$ cat config.mk
export PLATFORM = sky130hd
export DESIGN_NAME = clock_gen_powerup_sequencer
export DESIGN_NICKNAME = d
export VERILOG_FILES = /design/src/hdl/pwrseq_pkg.sv /design/src/hdl/clock_gen_powerup_sequencer.sv
export SDC_FILE = /design/constraint.sdc
export NUM_CORES = 1
export LEC_CHECK = 0
export ABC_AREA = 1
export BUFFER_PORTS_ARGS = -buffer_cell sky130_fd_sc_hd__buf_2
export CAP_MARGIN = 15
export CORE_MARGIN = 3
export CORE_UTILIZATION = 54
export CTS_CLUSTER_SIZE = 25
export DETAILED_ROUTE_END_ITERATION = 8
export PLACE_DENSITY = 0.73
export RECOVER_POWER = 50
export SYNTH_ARGS = -nofsm -noshare
export SYNTH_HDL_FRONTEND = slang
export SYNTH_SLANG_ARGS = --single-unit
$ cat constraint.sdc
create_clock -name core_clk -period 1.8 [get_ports core_clk]
set_input_delay 0.36 -clock core_clk [delete_from_list [all_inputs] [get_ports core_clk]]
set_output_delay 0.36 -clock core_clk [all_outputs]
set_load 0.02 [all_outputs]
$ cat src/hdl/pwrseq_pkg.sv
`default_nettype none

package pwrseq_pkg;

  // ****************************************
  // Timing
  // ****************************************
  localparam int unsigned CORE_CLK_HZ = 50_000_000;
  localparam int unsigned OSC_HZ      = 10_000_000;
  // Core clocks per internal oscillator tick
  localparam int unsigned OSC_DIV     = CORE_CLK_HZ / OSC_HZ;
  localparam int unsigned CNT_W       = 22;

  // Wait lengths in oscillator ticks, chosen by a two-bit code
  // Calibration: 30 us, 300 us, 3 ms, 300 ms
  localparam logic [CNT_W-1:0] CAL_TICKS_0 = 22'h00012c;
  localparam logic [CNT_W-1:0] CAL_TICKS_1 = 22'h000bb8;
  localparam logic [CNT_W-1:0] CAL_TICKS_2 = 22'h007530;
  localparam logic [CNT_W-1:0] CAL_TICKS_3 = 22'h2dc6c0;
  // Settle: 20 us, 400 us, 2 ms, 200 ms
  localparam logic [CNT_W-1:0] VCO_TICKS_0 = 22'h0000c8;
  localparam logic [CNT_W-1:0] VCO_TICKS_1 = 22'h000fa0;
  localparam logic [CNT_W-1:0] VCO_TICKS_2 = 22'h004e20;
  localparam logic [CNT_W-1:0] VCO_TICKS_3 = 22'h1e8480;

  // Field positions of the wait selection byte
  localparam int unsigned CAL_SEL_LSB = 2;
  localparam int unsigned VCO_SEL_LSB = 0;
  localparam logic [7:0]  WAIT_SEL_RST = 8'h00;

  // ****************************************
  // Types
  // ****************************************
  typedef enum logic [6:0] {
    ST_OFF    = 7'h01,
    ST_XTAL   = 7'h02,
    ST_CAL    = 7'h04,
    ST_VCO    = 7'h08,
    ST_LOCK   = 7'h10,
    ST_LOLCLR = 7'h20,
    ST_RUN    = 7'h40
  } seq_state_t;

  typedef struct packed {
    logic core_supply_good;
    logic output_supply_bank_a;
    logic power_down_n;
    logic xtal_amp_ok;
    logic pll_locked;
    logic pfd_tick;
  } sense_t;

  typedef struct packed {
    logic [1:0] cal_sel;
    logic [1:0] vco_sel;
  } wait_sel_t;

endpackage

`default_nettype wire

$ cat src/hdl/clock_gen_powerup_sequencer.sv
`default_nettype none

module clock_gen_powerup_sequencer (
  // Clock and reset
  input  wire  logic               core_clk,
  input  wire  logic               reset_n,
  // Analog monitors and pins, asynchronous
  input  wire  pwrseq_pkg::sense_t sense,
  // Configuration
  input  wire  logic               xtal_used,
  input  wire  logic               soft_reset,
  input  wire  logic [7:0]         strap_cfg,
  input  wire  logic               lol_route_a,
  input  wire  logic               lol_route_b,
  // Status
  output logic                     dev_reset_n,
  output logic                     outputs_en,
  output logic                     i2c_en,
  output logic                     cfg_load,
  output logic [7:0]               wait_sel,
  output logic                     lock_loss_flag,
  output logic                     status_out_a,
  output logic                     status_out_b
);
  import pwrseq_pkg::*;

  // ****************************************
  // State
  // ****************************************
  typedef struct packed {
    sense_t          s1_ff;
    sense_t          s2_ff;
    logic            pdn_d_ff;
    logic            soft_d_ff;
    seq_state_t      st_ff;
    logic [2:0]      div_ff;
    logic            tick_ff;
    logic [CNT_W-1:0] cnt_ff;
    logic            rst_n_ff;
    logic            oen_ff;
    logic            i2c_ff;
    logic            load_ff;
    logic [7:0]      sel_ff;
    logic            lol_ff;
    logic            sta_ff;
    logic            stb_ff;
  } regs_t;

  localparam regs_t REGS_RST = '{st_ff: ST_OFF, lol_ff: 1'h1, sta_ff: 1'h1,
                                 stb_ff: 1'h1, sel_ff: WAIT_SEL_RST, default: '0};

  regs_t q_ff;
  regs_t nxt_q;

  function automatic logic [CNT_W-1:0] cal_len(input logic [1:0] c);
    unique case (c)
      2'h0: cal_len = CAL_TICKS_0;
      2'h1: cal_len = CAL_TICKS_1;
      2'h2: cal_len = CAL_TICKS_2;
      default: cal_len = CAL_TICKS_3;
    endcase
  endfunction

  function automatic logic [CNT_W-1:0] vco_len(input logic [1:0] c);
    unique case (c)
      2'h0: vco_len = VCO_TICKS_0;
      2'h1: vco_len = VCO_TICKS_1;
      2'h2: vco_len = VCO_TICKS_2;
      default: vco_len = VCO_TICKS_3;
    endcase
  endfunction

  // ****************************************
  // Next state
  // ****************************************
  logic      pwr_ok;
  logic      restart;
  logic      cnt_done;
  wait_sel_t ws;

  always_comb begin
    nxt_q        = q_ff;
    nxt_q.s1_ff  = sense;
    nxt_q.s2_ff  = q_ff.s1_ff; // Only the second stage is read by logic
    nxt_q.pdn_d_ff  = q_ff.s2_ff.power_down_n;
    nxt_q.soft_d_ff = soft_reset;
    nxt_q.load_ff   = 1'h0;
    ws.cal_sel = q_ff.sel_ff[CAL_SEL_LSB +: 2];
    ws.vco_sel = q_ff.sel_ff[VCO_SEL_LSB +: 2];
    // All supplies and the pin must be good to leave reset
    pwr_ok  = q_ff.s2_ff.core_supply_good & q_ff.s2_ff.output_supply_bank_a
              & q_ff.s2_ff.power_down_n;
    // Rising pin or soft reset bit restart the whole sequence
    restart = (q_ff.s2_ff.power_down_n & ~q_ff.pdn_d_ff)
              | (soft_reset & ~q_ff.soft_d_ff);
    cnt_done = q_ff.tick_ff && (q_ff.cnt_ff == '0);
    // Oscillator tick derived by division; counters step only on it
    nxt_q.tick_ff = (q_ff.div_ff == 3'(OSC_DIV - 1));
    nxt_q.div_ff  = nxt_q.tick_ff ? 3'h0 : q_ff.div_ff + 3'h1;
    nxt_q.i2c_ff  = q_ff.s2_ff.power_down_n;
    if (q_ff.tick_ff && q_ff.cnt_ff != '0) begin
      nxt_q.cnt_ff = q_ff.cnt_ff - CNT_W'(1'h1);
    end
    if (!pwr_ok || restart) begin
      // Device reset and outputs held off, lock-loss flag set, divider restarted; straps reload on leaving ST_OFF
      nxt_q.st_ff    = ST_OFF;
      nxt_q.rst_n_ff = 1'h0;
      nxt_q.oen_ff   = 1'h0;
      nxt_q.lol_ff   = 1'h1;
      nxt_q.div_ff   = 3'h0;
      nxt_q.tick_ff  = 1'h0;
    end else begin
      unique case (q_ff.st_ff)
        ST_OFF: begin
          // Release aligned to an oscillator edge so waits start from zero
          if (q_ff.tick_ff) begin
            nxt_q.rst_n_ff = 1'h1;
            nxt_q.load_ff  = 1'h1;
            nxt_q.sel_ff   = strap_cfg;
            nxt_q.st_ff    = ST_XTAL;
          end
        end
        ST_XTAL: begin
          // Hold while a used crystal's swing is too small
          if (!xtal_used || q_ff.s2_ff.xtal_amp_ok) begin
            nxt_q.st_ff  = ST_CAL;
            nxt_q.cnt_ff = cal_len(ws.cal_sel);
          end
        end
        ST_CAL: begin
          if (cnt_done) begin
            nxt_q.st_ff  = ST_VCO;
            nxt_q.cnt_ff = vco_len(ws.vco_sel);
          end
        end
        ST_VCO: begin
          if (cnt_done) begin
            nxt_q.oen_ff = 1'h1;
            nxt_q.st_ff  = ST_LOCK;
          end
        end
        ST_LOCK: begin
          if (q_ff.s2_ff.pll_locked) begin
            nxt_q.st_ff = ST_LOLCLR;
          end
        end
        ST_LOLCLR: begin
          // One phase-detector cycle after lock, then clear the flag
          if (q_ff.s2_ff.pfd_tick) begin
            nxt_q.lol_ff = 1'h0;
            nxt_q.st_ff  = ST_RUN;
          end
        end
        ST_RUN: begin
          if (!q_ff.s2_ff.pll_locked) begin
            nxt_q.lol_ff = 1'h1;
            nxt_q.st_ff  = ST_LOCK;
          end
        end
        default: nxt_q.st_ff = ST_OFF;
      endcase
    end
    // Status pins carry the flag only when routed
    nxt_q.sta_ff = lol_route_a ? nxt_q.lol_ff : 1'h1;
    nxt_q.stb_ff = lol_route_b ? nxt_q.lol_ff : 1'h1;
  end

  // Single state register
  always_ff @(posedge core_clk or negedge reset_n) begin
    if (!reset_n) begin
      q_ff <= REGS_RST;
    end else begin
      q_ff <= nxt_q;
    end
  end

  assign dev_reset_n    = q_ff.rst_n_ff;
  assign outputs_en     = q_ff.oen_ff;
  assign i2c_en         = q_ff.i2c_ff;
  assign cfg_load       = q_ff.load_ff;
  assign wait_sel       = q_ff.sel_ff;
  assign lock_loss_flag = q_ff.lol_ff;
  assign status_out_a   = q_ff.sta_ff;
  assign status_out_b   = q_ff.stb_ff;
endmodule

`default_nettype wire

==> results of run 1 <==
worst max-delay path, cell delays in order (launching register included):
cell	delay, ps
dfrtp_1	400
nor2_2	160
nand2_2	110
nor2_4	190
nand3_4	160
buf_8	180
nand4_1	140
nand3_1	100
nand2_1	60
nand2_1	50
nand2_1	50
nand2_1	50
layout make-up:
class / count / area share
multi-input cells: 372 / 0.448
flip-flops and latches: 61 / 0.319
repair buffers: 79 / 0.108
inverters: 68 / 0.0545
clock buffers: 9 / 0.0257
well taps: 96 / 0.0249
clock inverters: 7 / 0.0205
routing by layer:
layer	up-vias	GRT usage	wire length [µm]
met5	-	0	0
met4	0	0.0791	211
met3	22	0.0433	509
met2	108	0.398	4830
met1	1622	0.324	4210
li1	1766	-	-
sequential cells by signal, summed over array words and instances (netlist names):
name / cells
nxt_q: 7
wait_sel: 8
i2c_en: 1
dev_reset_n: 1
status_out_a: 1
outputs_en: 1
status_out_b: 1
q_ff: 39
lock_loss_flag: 1
cfg_load: 1
synth_stat cells (all sizes together) (8+ instances only):
cell,n,area (µm²)
a21oi,11,66.3
buf,13,104
dfrtp,57,1430
ha,14,175
inv,68,255
nand2,179,712
nand3,39,213
nand4,9,71.3
nor2,58,292
nor3,13,65.1
o21ai,23,123
xor2,8,70.1
power by group through the flow:
stage                     Clock [W]  Sequential [W]  Combinational, W
after detailed placement          0         0.00142         0.0000834
final                       0.00139         0.00139         0.0000776
after global placement            0         0.00142         0.0000822
after CTS                   0.00141         0.00139         0.0000838
after floorplan                   0         0.00142         0.0000191
after global routing        0.00146         0.00139         0.0000888
cells in the final DEF, fill, tap and decap left out, drive strengths merged, types with 8 or more instances in the layout:
master and n:
o21ai 23, nand4 9, inv 69, nand3 39, nor3 13, nor2 58
ha 14, xor2 8, dfrtp 57, nand2 180, buf 78, clkbuf 10
a21oi 11
logic make-up (layout without fill, tap and decap cells):
| logic type | after synthesis | in the layout | synth area share |
|---|---|---|---|
| buffers and inverters | 85 | 163 | 0.0975 |
| AO/OA/AOI/OAI | 41 | 41 | 0.0659 |
| adder cells (fa/ha/maj) | 14 | 14 | 0.0457 |
| XOR/XNOR | 12 | 12 | 0.0274 |
| flip-flops | 61 | 61 | 0.399 |
| AND/OR/NAND/NOR | 304 | 305 | 0.364 |
stage by stage:
stage / cell area, µm² / setup WS [ps] / util / setup TNS [ps] / hold slack [ps]
2_1_floorplan: 3840 / 67.8 / - / 0 / 64.4
3_3_place_gp: 4310 / -11.1 / 0.630 / -20.1 / 331
3_5_place_dp: 4310 / -59.9 / 0.630 / -251 / 336
4_1_cts: 4560 / -3.04 / 0.667 / -3.04 / 20.4
5_1_grt: 4820 / -72.5 / 0.706 / -362 / 97.7
6_report: 4820 / 32.3 / 0.706 / 0 / 115
path summary, 6_finish.rpt:
check	endpoint	slack [ps]	cells past startpoint
worst min-delay path	nxt_q[50]	110	1
worst max register to register	q_ff[26]	30	11
min in group asynchronous	q_ff[33]	450	2
worst max-delay path	q_ff[26]	30	11
max in group asynchronous	q_ff[42]	350	2
worst min register to register	q_ff[52]	350	0
timing repair:
| action | CTS | global route |
|---|---|---|
| setup endpoints to repair | 11 | 24 |
| buffers inserted | 0 | 7 |
| resized for setup | 7 | 63 |
| cloned | 0 | 1 |
| pin swaps | 0 | 22 |
==> run summary, run 1 <==
detailed-route DRC error count = 0
CTS Hold Bufs = 0
DR vias = 3518
drt wl/cell = 14.1 µm
reg2reg start = q_ff[28]
routed vias/inst = 5.08
crit path launch type = flip-flop
die height = 90.3 µm
part of the power in registers = 0.487
clock transition at the registers of the reported paths = 80 ps
Power Density = 593 nW/µm²
max cap viols = 1
WP data required = 2040 ps
final WL = 9760 µm
layout cells sized above 1 = 0.307
Rel. slew slack = 0.00736
row cnt = 30
Synth-to-Final Area Change = 25.7%
Setup CP Type = flip-flop to flip-flop
Main synth FF type = dfrtp_1
Inserted Clock Buffers = 9
Worst VDD drop = 0.457 mV
minimum clock period = 1770 ps
Synth cell types = 40
unrepaired setup endpoints after global routing = true
Hold Path Class = input pin to flip-flop
Leak = 2.55 nW
clk root buf = clkbuf_8
gr usage total = 0.242
DR pass1 iterations = 5
Max Root-Sink Buffers = 2
syn avg cell area = 7.42 µm²
Final Cycle Share = 0.982
Mapped Cells = 517
H-tree depth = 3
CTS tree = done
total gr overflow = 0
core area = 6830 µm²
Pins Over Slew Limit = 0
vias in the first global route = 3415
Max Clock Skew = 8.83 ps
failing checks = max-capacitance violations
Layout fillers = 562
mapped cell area = 3840 µm²
DP Wirelength = 6920 µm
yosys warns = 0
Final Power = 0.00286 W
post-synthesis sequential area ratio = 0.399
CP Capture Type = flip-flop
storage element area = 1540 µm²
slew of the pin with the lowest slew margin = 1490 ps
Psw = 0.000663 W
initial core utilization = 0.562
Post-Syn Nets = 551
largest net degree at the start of global routing = 62
Die Wd = 90.3 µm
switching part of the total = 0.232
n_diodes = 0
CTS sink count = 61
number of synthesized flops with an enable pin = 0
fin cells = 692
max frequency = 566 MHz
Clk pwr share = 0.486
initial antenna violation count = 0
Seq cells post-synth = 61
first-pass GRT wire length = 16000 µm
# setup viols final = 0
gp weighted congestion = 0.986
Final Hold Viols = 0
Post-synth ARST share = 1.00
DR iter-0 viols = 241
Int Power = 0.00220 W
status = finished with violations
die area = 8150 µm²
port buffer count = 34
worst-path fanout max = 8
Logic pwr share = 0.027
NumNets Final = 625
Multi-input gate area = 2160 µm²
final antenna-violating net count = 0
hold_sp = sense[0]
CP arrival = 2010 ps
worst skew pair latency = 350 ps
placed cell count = 668
critical path startpoint = q_ff[28]
Ports = 35
Note: power is estimated with default switching activity, not from simulation.
==> inputs of run 2 (changes only) <==
==> constraint.sdc (replaced) <==
create_clock -name core_clk -period 1.4 [get_ports core_clk]
set_input_delay 0.28 -clock core_clk [delete_from_list [all_inputs] [get_ports core_clk]]
set_output_delay 0.28 -clock core_clk [all_outputs]
set_load 0.02 [all_outputs]
==> run 2 against run 1 <==
Effect of this change: the flow finishes with violations (negative setup slack); sequential share of layout area fell by 5.2 points; clock skew rose by 3.6 ps; maximum frequency fell by 7.0%; flip-flop and latch count did not move; final cell count rose by 12%; critical endpoint is now q_ff[34]; largest cell class unchanged.
==> run summary, run 2 (same netlist as run 1, synthesis figures left out) <==
status = finished with violations
failing checks = negative setup slack
crit path max-delay cell type = dfrtp_1
Int Power = 0.00285 W (+30%)
max FFs per register = 39 (unchanged)
worst-path fanout max = 5 (-3)
Rel. slew slack = 0.442 (+0.434)
final worst slack = -502 ps (-534 ps)
final antenna-violating net count = 0 (unchanged)
H-tree depth = 3 (unchanged)
minimum clock period = 1900 ps (+134 ps)
DR iter-0 viols = 280 (+16%)
NumNets Final = 707 (+13%)
CP arrival = 2130 ps (+120 ps)
DP Wirelength = 7930 µm (+15%)
layout cells sized above 1 = 0.462 (+0.155)
DR pass1 iterations = 8 (+3)
leading cell type in the layout, fill and taps excluded = nand2_1
Inserted Clock Buffers = 9 (unchanged)
Psw = 0.000922 W (+39%)
die height = 90.3 µm (unchanged)
crit path launch type = flip-flop
Critical Path Max Stage Delay = 430 ps (+30 ps)
total gr overflow = 0 (unchanged)
switching part of the total = 0.245 (+0.0128)
clock transition at the registers of the reported paths = 90 ps (about the same)
final WL = 13700 µm (+41%)
n_diodes = 0 (unchanged)
Ports = 35 (unchanged)
die area = 8150 µm² (unchanged)
Synth-to-Final Area Change = 50.0%
detailed-route DRC error count = 0 (unchanged)
largest net degree at the start of global routing = 40 (-35%)
hold_ws = 20.3 ps (-94.5 ps)
unrepaired setup endpoints after global routing = true
gr usage total = 0.292 (+0.0501)
Die Wd = 90.3 µm (unchanged)
clk root buf = clkbuf_8
Leak = 2.99 nW (+17%)
gp weighted congestion = 0.957 (-2.9%)
routed vias/inst = 5.50 (+8.2%)
port buffer count = 34 (unchanged)
Largest Register = q_ff
row cnt = 30 (unchanged)
worst skew pair latency = 360 ps (about the same)
Hold Path Class = input pin to flip-flop
part of the power in registers = 0.476 (-0.011)
Clk pwr share = 0.494 (+0.008)
Setup CP Type = flip-flop to flip-flop
initial antenna violation count = 0 (unchanged)
max cap viols = 0 (-1)
most frequent cells in the layout = nand2_1 (139), buf_4 (110), dfrtp_1 (54), inv_1 (50), buf_2 (34)
CTS tree = done
Layout fillers = 379 (-33%)
Logic pwr share = 0.031 (+0.004)
CP Capture Type = flip-flop
WP data required = 1630 ps (-410 ps)
Pins Over Slew Limit = 0 (unchanged)
DR vias = 4257 (+21%)
slew of the pin with the lowest slew margin = 837 ps (-652 ps)
max frequency = 526 MHz (-7.0%)
CTS sink count = 61 (unchanged)
Power Density = 655 nW/µm² (+10%)
drt wl/cell = 17.7 µm (+26%)
core area = 6830 µm² (unchanged)
vias in the first global route = 4174 (+22%)
Cell Chain, Critical Path = nor2_2 > nand3_2 > nor2_4 > inv_2 > a21oi_4 > inv_2 > nor2_4 > nand3_4 > nand2_1 > nand2_1
Worst VDD drop = 0.755 mV (+65%)
initial core utilization = 0.562 (unchanged)
Final Cycle Share = 1.36 (+0.376)
Max Clock Skew = 12.4 ps (+3.56 ps)
Max Root-Sink Buffers = 2 (unchanged)
# setup viols final = 43 (+43)
pre-CTS setup slack = -482 ps (-423 ps)
Final Hold Viols = 0 (unchanged)
first-pass GRT wire length = 19100 µm (+19%)
[run 2: cell count changes in the layout (fill, tap and decap cells not counted), moves of 7 or more]
cell / before / now
buf_4: 41 / 110
buf_6: 2 / 13
inv_1: 57 / 50
nand2_1: 157 / 139
nand2_2: 15 / 31
o21ai_0: 14 / 7
[run 2: through the flow]
stage               instance area, µm²  total power (W)  utilization  setup TNS, ps  std cells
finish                            5750          0.00377        0.842         -13730        774
global route                      5750          0.00387        0.842         -17340        774
CTS                               5420          0.00375        0.794          -8740        767
detailed placement                4880          0.00193        0.715         -11040        736
global placement                  4880          0.00193        0.715          -9500        736
floorplan                         3910          0.00185            -          -4830        517
[run 2: timing repair]
item / in CTS / in global routing
hold endpoints to repair: 37 / 0
gates resized for setup: 52 / 82
hold buffers: 1 / 0
endpoints found under the setup margin: 43 / 43
cloned: 0 / 1
setup buffers: 14 / 7
pin swaps: 17 / 29
[run 2: critical path, delay by kind of cell (launching register included)]
family,cells,cell delay (ps)
AND/OR/NAND/NOR,7,980
flip-flops,1,430
buffers and inverters,2,200
AO/OA/AOI/OAI,1,170
[run 2: worst paths after layout]
| check | startpoint | to | slack (ps) | cells after the start |
|---|---|---|---|---|
| worst max-delay path | q_ff[44] | q_ff[34] | -500 | 10 |
| min in group asynchronous | reset_n | q_ff[36] | 610 | 3 |
| worst min-delay path | sense[4] | nxt_q[54] | 20 | 1 |
| worst min register to register | nxt_q[54] | q_ff[54] | 360 | 0 |
| max in group asynchronous | reset_n | q_ff[42] | 100 | 3 |
| worst max register to register | q_ff[44] | q_ff[34] | -500 | 10 |
[run 2: final cells by class]
cell class | instances | area (µm²) | area share
clock buffers | 9 | 124 | 0.0215
clock inverters | 7 | 103 | 0.0178
inverters | 68 | 283 | 0.0491
multi-input cells | 371 | 2400 | 0.418
flip-flops and latches | 61 | 1540 | 0.267
well taps | 96 | 120 | 0.0209
repair buffers | 161 | 1180 | 0.205
repair inverters | 1 | 5.00 | 0.000870
[run 2: power groups by stage]
stage                     clock (W)  sequential, W  combinational (W)
after floorplan                   0        0.00182          0.0000253
after global routing        0.00195        0.00179           0.000127
after CTS                   0.00185        0.00179           0.000112
after detailed placement          0        0.00182           0.000108
after global placement            0        0.00182           0.000106
final                       0.00186        0.00179           0.000116
[run 2: layer usage]
metal | vias up | part of all wire | track usage
li1 | 1930 | - | -
met1 | 2022 | 0.36 | 0.330
met2 | 240 | 0.53 | 0.530
met3 | 65 | 0.065 | 0.0633
met4 | 0 | 0.043 | 0.124
met5 | - | 0 | 0
